**config.mk**
```make
export PLATFORM = sky130hd
export DESIGN_NAME = ufc_top
export DESIGN_NICKNAME = d
export VERILOG_FILES = /design/src/hw/ufc_pkg.sv /design/src/hw/ufc_fifo.sv
export SDC_FILE = /design/constraint.sdc
export NUM_CORES = 1
export LEC_CHECK = 0
export ABC_CLOCK_PERIOD_IN_PS = 4019
export BUFFER_PORTS_ARGS = -buffer_cell sky130_fd_sc_hd__clkbuf_2
export CAP_MARGIN = 10
export CORE_MARGIN = 4
export CORE_UTILIZATION = 30
export CTS_CLUSTER_DIAMETER = 100
export CTS_CLUSTER_SIZE = 30
export DETAILED_ROUTE_END_ITERATION = 8
export PLACE_DENSITY = 0.44
export SLEW_MARGIN = 25
export SYNTH_ARGS = -nofsm -noshare
export SYNTH_HDL_FRONTEND = slang
export SYNTH_SLANG_ARGS = --single-unit
```
**constraint.sdc**
```tcl
create_clock -name i_clk_sys -period 4.02 [get_ports i_clk_sys]
set_input_delay 0.402 -clock i_clk_sys [delete_from_list [all_inputs] [get_ports i_clk_sys]]
set_output_delay 0.402 -clock i_clk_sys [all_outputs]
set_load 0.005 [all_outputs]
```
**src/hw/ufc_pkg.sv**
```systemverilog
// package: constants and types for the uart fifo control block
package ufc_pkg;
  // ---------------------------------------------------------------
  // field positions, fifo depth and error width
  // ---------------------------------------------------------------
  localparam int FC_EN_BIT    = 0;
  localparam int FC_RXFL_BIT  = 1;
  localparam int FC_TXFL_BIT  = 2;
  localparam int FC_DMA_BIT   = 3;
  localparam int FC_TXTRG_LSB = 4;
  localparam int FC_RXTRG_LSB = 6;
  localparam int FIFO_DEPTH   = 64;
  localparam int ERR_W        = 3;
  // ---------------------------------------------------------------
  // reset values and levels
  // ---------------------------------------------------------------
  localparam logic [7:0] FC_RESET = 8'h00;
  localparam logic [6:0] RX_LVL0 = 7'h08;
  localparam logic [6:0] RX_LVL1 = 7'h10;
  localparam logic [6:0] RX_LVL2 = 7'h38;
  localparam logic [6:0] RX_LVL3 = 7'h3C;
  localparam logic [6:0] TX_LVL0 = 7'h08;
  localparam logic [6:0] TX_LVL1 = 7'h10;
  localparam logic [6:0] TX_LVL2 = 7'h20;
  localparam logic [6:0] TX_LVL3 = 7'h38;
  // ---------------------------------------------------------------
  // types
  // ---------------------------------------------------------------
  typedef struct packed {
    logic [1:0] rx_trig;
    logic [1:0] tx_trig;
    logic       dma_mode;
    logic       enable;
  } ufc_cfg_s;
  typedef struct packed {
    logic [ERR_W-1:0] err;
    logic [7:0]       data;
  } ufc_rx_word_s;
endpackage

```
**src/hw/ufc_fifo.sv**
```systemverilog
// module: uart fifo control with parameterised fifo buffer
`timescale 1ns/100ps
module ufc_fifo #(
  parameter int WIDTH = 8,
  parameter int DEPTH = 32
) (
  // clock and reset
  input  wire logic             i_clk_sys,
  input  wire logic             i_rst_n,
  // control
  input  wire logic             i_flush,
  input  wire logic             i_single,
  // fill side
  input  wire logic             i_in_valid,
  output logic                  o_in_ready,
  input  wire logic [WIDTH-1:0] i_in_data,
  // drain side
  output logic                  o_out_valid,
  input  wire logic             i_out_ready,
  output logic [WIDTH-1:0]      o_out_data,
  output logic [$clog2(DEPTH):0] o_count
);
  localparam int AW = $clog2(DEPTH);
  // ---------------------------------------------------------------
  // storage and pointers
  // ---------------------------------------------------------------
  logic [WIDTH-1:0] mem_reg [DEPTH];
  logic [AW-1:0]    wr_ptr_reg;
  logic [AW-1:0]    rd_ptr_reg;
  logic [AW:0]      count_reg;
  wire logic        pop   = o_out_valid && i_out_ready;
  wire logic        full  = i_single ? ((count_reg != '0) && !pop) : (count_reg == (AW+1)'(DEPTH));
  wire logic        empty = (count_reg == '0);
  wire logic        push  = i_in_valid && o_in_ready;
  assign o_in_ready  = !full && !i_flush;
  assign o_out_valid = !empty && !i_flush;
  assign o_out_data  = mem_reg[rd_ptr_reg];
  assign o_count     = count_reg;
  always_ff @(posedge i_clk_sys) begin
    if (push) begin
      mem_reg[wr_ptr_reg] <= i_in_data;
    end
  end
  always_ff @(posedge i_clk_sys or negedge i_rst_n) begin
    if (!i_rst_n) begin
      wr_ptr_reg <= '0;
      rd_ptr_reg <= '0;
      count_reg  <= '0;
    end else if (i_flush) begin
      wr_ptr_reg <= '0;
      rd_ptr_reg <= '0;
      count_reg  <= '0;
    end else begin
      wr_ptr_reg <= push ? wr_ptr_reg + AW'(1) : wr_ptr_reg;
      rd_ptr_reg <= pop ? rd_ptr_reg + AW'(1) : rd_ptr_reg;
      count_reg  <= count_reg + (AW+1)'(push) - (AW+1)'(pop);
    end
  end
endmodule // ufc_fifo

// ufc_top: fifo control register, tx and rx fifos, trigger outputs
module ufc_top #(
  parameter int DEPTH = ufc_pkg::FIFO_DEPTH
) (
  // clock and reset
  input  wire logic        i_clk_sys,
  input  wire logic        i_rst_n,
  // fifo_control write port
  input  wire logic        i_fc_we,
  input  wire logic [7:0]  i_fc_wdata,
  input  wire logic        i_enhanced_functions_enable,
  // host write to tx fifo
  input  wire logic        i_tx_valid,
  output logic             o_tx_ready,
  input  wire logic [7:0]  i_tx_data,
  // tx fifo to tx_shift_reg
  output logic             o_txs_valid,
  input  wire logic        i_txs_ready,
  output logic [7:0]       o_txs_data,
  // rx_shift_reg to rx fifo
  input  wire logic        i_rxs_valid,
  input  wire logic [7:0]  i_rxs_data,
  input  wire logic [2:0]  i_rxs_err,
  // host read from rx fifo
  output logic             o_rx_valid,
  input  wire logic        i_rx_ready,
  output logic [7:0]       o_rx_data,
  output logic [2:0]       o_rx_err,
  // status
  output logic             o_fifo_enable,
  output logic             o_dma_mode,
  output logic             o_rx_trigger,
  output logic             o_tx_trigger,
  output logic             o_rx_flushing,
  output logic             o_tx_flushing
);
  localparam int AW = $clog2(DEPTH);
  // ---------------------------------------------------------------
  // control register
  // ---------------------------------------------------------------
  ufc_pkg::ufc_cfg_s cfg_reg;
  ufc_pkg::ufc_cfg_s cfg_next;
  logic              txfl_reg;
  logic              rxfl_reg;
  wire logic txfl_set = i_fc_we && i_fc_wdata[ufc_pkg::FC_TXFL_BIT];
  wire logic rxfl_set = i_fc_we && i_fc_wdata[ufc_pkg::FC_RXFL_BIT];
  always_comb begin
    cfg_next = cfg_reg;
    if (i_fc_we) begin
      cfg_next.enable   = i_fc_wdata[ufc_pkg::FC_EN_BIT];
      cfg_next.dma_mode = i_fc_wdata[ufc_pkg::FC_DMA_BIT];
      cfg_next.rx_trig  = i_fc_wdata[ufc_pkg::FC_RXTRG_LSB +: 2];
      if (i_enhanced_functions_enable) begin
        cfg_next.tx_trig = i_fc_wdata[ufc_pkg::FC_TXTRG_LSB +: 2];
      end
    end
  end
  always_ff @(posedge i_clk_sys or negedge i_rst_n) begin
    if (!i_rst_n) begin
      cfg_reg  <= ufc_pkg::ufc_cfg_s'(ufc_pkg::FC_RESET[5:0]);
      txfl_reg <= 1'b0;
      rxfl_reg <= 1'b0;
    end else begin
      cfg_reg  <= cfg_next;
      txfl_reg <= txfl_set;                                                   // self-clear
      rxfl_reg <= rxfl_set;                                                   // self-clear
    end
  end
  assign o_fifo_enable = cfg_reg.enable;
  assign o_dma_mode    = cfg_reg.dma_mode;
  assign o_tx_flushing = txfl_reg;
  assign o_rx_flushing = rxfl_reg;
  // ---------------------------------------------------------------
  // level decode
  // ---------------------------------------------------------------
  function automatic logic [6:0] lvl(input logic [1:0] sel, input logic rx);
    unique case (sel)
      2'b00: lvl = rx ? ufc_pkg::RX_LVL0 : ufc_pkg::TX_LVL0;
      2'b01: lvl = rx ? ufc_pkg::RX_LVL1 : ufc_pkg::TX_LVL1;
      2'b10: lvl = rx ? ufc_pkg::RX_LVL2 : ufc_pkg::TX_LVL2;
      2'b11: lvl = rx ? ufc_pkg::RX_LVL3 : ufc_pkg::TX_LVL3;
    endcase
  endfunction
  // ---------------------------------------------------------------
  // fifos; flushes touch only fifo state, never the shift registers
  // ---------------------------------------------------------------
  logic [AW:0] tx_cnt;
  logic [AW:0] rx_cnt;
  ufc_pkg::ufc_rx_word_s rx_word;
  wire logic   single = !cfg_reg.enable;
  ufc_fifo #(.WIDTH(8), .DEPTH(DEPTH)) u_tx (
    .i_clk_sys  (i_clk_sys),
    .i_rst_n    (i_rst_n),
    .i_flush    (txfl_reg),
    .i_single   (single),
    .i_in_valid (i_tx_valid),
    .o_in_ready (o_tx_ready),
    .i_in_data  (i_tx_data),
    .o_out_valid(o_txs_valid),
    .i_out_ready(i_txs_ready),
    .o_out_data (o_txs_data),
    .o_count    (tx_cnt)
  );
  // single mode: the held character is popped so the new one takes its place
  wire logic rx_drop = single && i_rxs_valid && o_rx_valid && !i_rx_ready;
  ufc_fifo #(.WIDTH(8 + ufc_pkg::ERR_W), .DEPTH(DEPTH)) u_rx (
    .i_clk_sys  (i_clk_sys),
    .i_rst_n    (i_rst_n),
    .i_flush    (rxfl_reg),
    .i_single   (single),
    .i_in_valid (i_rxs_valid),
    .o_in_ready (),
    .i_in_data  ({i_rxs_err, i_rxs_data}),
    .o_out_valid(o_rx_valid),
    .i_out_ready(i_rx_ready || rx_drop),
    .o_out_data (rx_word),
    .o_count    (rx_cnt)
  );
  assign o_rx_data = rx_word.data;
  assign o_rx_err  = rx_word.err;
  // ---------------------------------------------------------------
  // trigger indications
  // ---------------------------------------------------------------
  wire logic [AW:0] tx_free = (AW+1)'(DEPTH) - tx_cnt;
  assign o_rx_trigger = cfg_reg.enable && ((AW+1)'(rx_cnt) >= (AW+1)'(lvl(cfg_reg.rx_trig, 1'b1)));
  assign o_tx_trigger = cfg_reg.enable && (tx_free >= (AW+1)'(lvl(cfg_reg.tx_trig, 1'b0)));
endmodule // ufc_top

```
==> flow_summary.yaml <==
grt:
  antenna_found_initial: 4
  grt_pass1_wl_um: 185400
  grt_pass1_vias: 25400
  grtUsageTotal_pct: 14.56
  grt-ovfl-total: 0
  grt_max_degree: 65
routing:
  dr.max_layer_used: "met4"
  drt_wl_total_um: 128300
  vias_per_cell: 4.854
  vias: 23840
  drt_iter0_markers: 1894
  met1_length_um: 55480
  wl_per_cell_um: 26.11
  met2_length_um: 66520
  drc: 0
  antenna_left: 0
  first_pass_iters: 5
  dr_wl_met3_um: 3783
die:
  pin_count: 63
  die-area_um2: 173300
  core_region_area_um2: 165400
  die_h_um: 416.3
  std_cell_rows: 149
  initial_core_util_pct: 30.25
  die_x_um: 416.3
critical_path:
  rrSetupSlack_ns: 0.47
  r2r_end: "u_rx.o_count[6]"
  crit_required_ns: 3.62
  timing.rr.start: "u_rx.o_count[5]"
  crit_type: "reg -> out"
  crit_arrival_ns: 3.52
  end_kind: "output pin"
  rr_worst_depth: 15
  crit_path_start_kind: "flip-flop"
  crit_fanout: 12
logic_synthesis:
  syn_area_per_cell_um2: 20.20
  synth_nets: 2548
  synth.top_cells.by_count: "1216 x edfxtp_1, 274 x mux4_2, 180 x nor2_1, 159 x mux2i_1"
  async_flop_share_pct: 3.645
  synth_area_um2: 50020
  yosys.area_share.adder_pct: 0.9555
  synth_warnings: 0
  synth_edf_count: 1216
  synth_compound_area_share_pct: 2.751
  yosysMostFrequentCell: "edfxtp_1"
  syn_inst: 2476
  synth_area_leader_cell: "edfxtp_1"
  synth_cell_types: 54
  synth-seq-cells: 1262
  synth_top_family_by_area: "multiplexers"
  synthTopCellsByArea: "edfxtp_1 73%, mux4_2 12%, mux2i_1 3.2%"
  synth-main-ff-cell: "edfxtp_1"
  ys_seq_area_share_pct: 75.30
  synth_top_area_share_pct: 73.00
  synth-xor-area-share_pct: 0.4727
  synth-simple-area-share_pct: 3.029
  muxShareOfSynthArea_pct: 15.84
clock_network:
  cts_tree: "done"
  cts_buffer_depth: 3
  clk_pin_slew_ns: 0.11
  clock-sinks: 1262
  htree_levels: 2
  clock_latency_ns: 0.71
  numCtsBuffers: 51
  ctsRootBufferMaster: "clkbuf_16"
timing:
  relSlewSlack_pct: 31.33
  hold_slack_ns: 0.06323
  fin_crit_ns: 3.917
  worstMarginPinSlew_ns: 1.030
  final-hold-violation-count: 0
  setup_viol: 0
  slew_viol_final: 0
  fmax_ghz: 0.2553
  rsz0062_at_grt: "no"
  fin_worst_skew_ns: 0.05865
  fin_crit_sh_pct: 97.45
hold_path:
  min_path_cells: 2
  hold_path_class: "in -> reg"
  worstHoldEndpoint: "o_fifo_enable"
  hp-start: "i_fc_we"
finish:
  syn_to_final_growth_pct: 12.19
  largest_register_ffs: 704
  drive_gt1_share_pct: 25.17
  nets: 2771
  fin_util_pct: 33.94
pwr:
  leakage_uw: 0.01742
  report.power.total_uw: 30150
  powerDensity_nw_per_um2: 537.3
  peakVddDrop_uv: 325.5
placement:
  place_congestion: 0.7760
  hpwl_um: 81790
  port_buffers: 62
outcome:
  status: "complete, no violations"
job:
  maxCapViolations: 0
[metrics by stage]
stage,worst slack (ns),TNS [ns],std cells,instance area [um^2]
2_1_floorplan,0.8274,0,2476,50020
3_3_place_gp,-0.3605,-0.3605,4810,54130
3_5_place_dp,0.1628,0,4810,54180
4_1_cts,0.01049,0,4910,56090
5_1_grt,0.008753,0,4911,56120
6_report,0.1027,0,4912,56120
[worst max-delay path: stages, from the launching register on]
cell and delay [ns]:
dfrtp_2 0.49, buf_4 0.31, nand3_1 0.26, buf_4 0.27
o221ai_1 0.26, a21oi_1 0.08, o21ai_1 0.25, o21ai_1 0.24
o21ai_1 0.45, clkbuf_2 0.20
[repair_timing]
action / in CTS / in global routing
pin swaps: 1 / 0
resized for setup: 17 / 2
endpoints found under the hold margin: 19 / 0
endpoints found under the setup margin: 13 / 4
buffers inserted: 14 / 1
cloned: 1 / 0
hold buffers: 9 / 0
[power breakdown]
part,internal (uW),switching (uW),leakage (uW),total [uW]
combinational,3920,4590,0.00515,8510
sequential,14700,349,0.0115,15000
clock,2550,4070,0.000753,6620
total,21100,9010,0.0174,30200
[metal layers]
| layer | track usage (%) | up-vias |
|---|---|---|
| li1 | - | 10470 |
| met1 | 19.18 | 12930 |
| met2 | 26.18 | 348 |
| met3 | 1.490 | 95 |
| met4 | 2.895 | 0 |
| met5 | 0 | - |
[kinds of logic after synthesis]
| logic type | count (synthesis) |
|---|---|
| flops | 1262 |
| simple gates | 333 |
| buf+inv | 160 |
| fa+ha+maj | 37 |
| xor+xnor | 27 |
| mux | 446 |
| compound gates | 211 |
[placed cells by master (no fill, tap or decap), types with 6 or more instances in the layout]
cell type	netlist	final
xor2_1	12	12
a31oi_1	9	9
buf_12	1	13
nor2_2	0	15
nand3_1	25	24
xnor2_1	15	15
nor2b_1	31	30
nand2_1	46	46
dfrtp_1	46	39
buf_4	26	214
mux2_2	12	12
o211ai_1	6	6
clkbuf_1	44	7
inv_1	27	27
and2_1	9	9
nand4_1	7	7
o21ai_1	7	9
edfxtp_1	1216	1216
ha_1	35	35
o221ai_1	20	20
dlygate4sd3_1	0	9
a22oi_1	10	10
a221oi_1	11	11
nor2_1	180	165
o21bai_1	7	7
a211oi_1	20	18
clkbuf_16	0	51
a21oi_1	42	42
mux2i_1	159	158
o21ai_0	45	42
nand3b_1	9	9
o22ai_1	14	14
mux4_2	274	274
clkbuf_2	0	59
[final cells by class]
type	count	area [um^2]
fill	15470	109200
timing repair buffer	302	2369
clock buffer	58	1303
sequential	1262	37690
tap	2189	2739
inverter	28	105.1
clock inverter	18	256.5
multi-input combinational	1054	11660
antenna	1	2.502
[worst max-delay path by stage]
stage | start | endpoint | slack (ns) | cells after the start
after floorplan | u_rx.o_count[2] | u_rx.o_count[6] | 0.83 | 15
after global placement | u_rx.rd_ptr_reg[1] | o_rx_err[1] | -0.36 | 9
after detailed placement | u_rx.rd_ptr_reg[0] | o_rx_data[1] | 0.16 | 7
after CTS | u_rx.rd_ptr_reg[0] | o_rx_err[2] | 0.01 | 8
after global routing | u_rx.rd_ptr_reg[0] | o_rx_data[0] | 0.009 | 8
final | u_rx.rd_ptr_reg[2] | o_rx_data[3] | 0.10 | 9
Note: power is estimated with default switching activity, not from simulation.
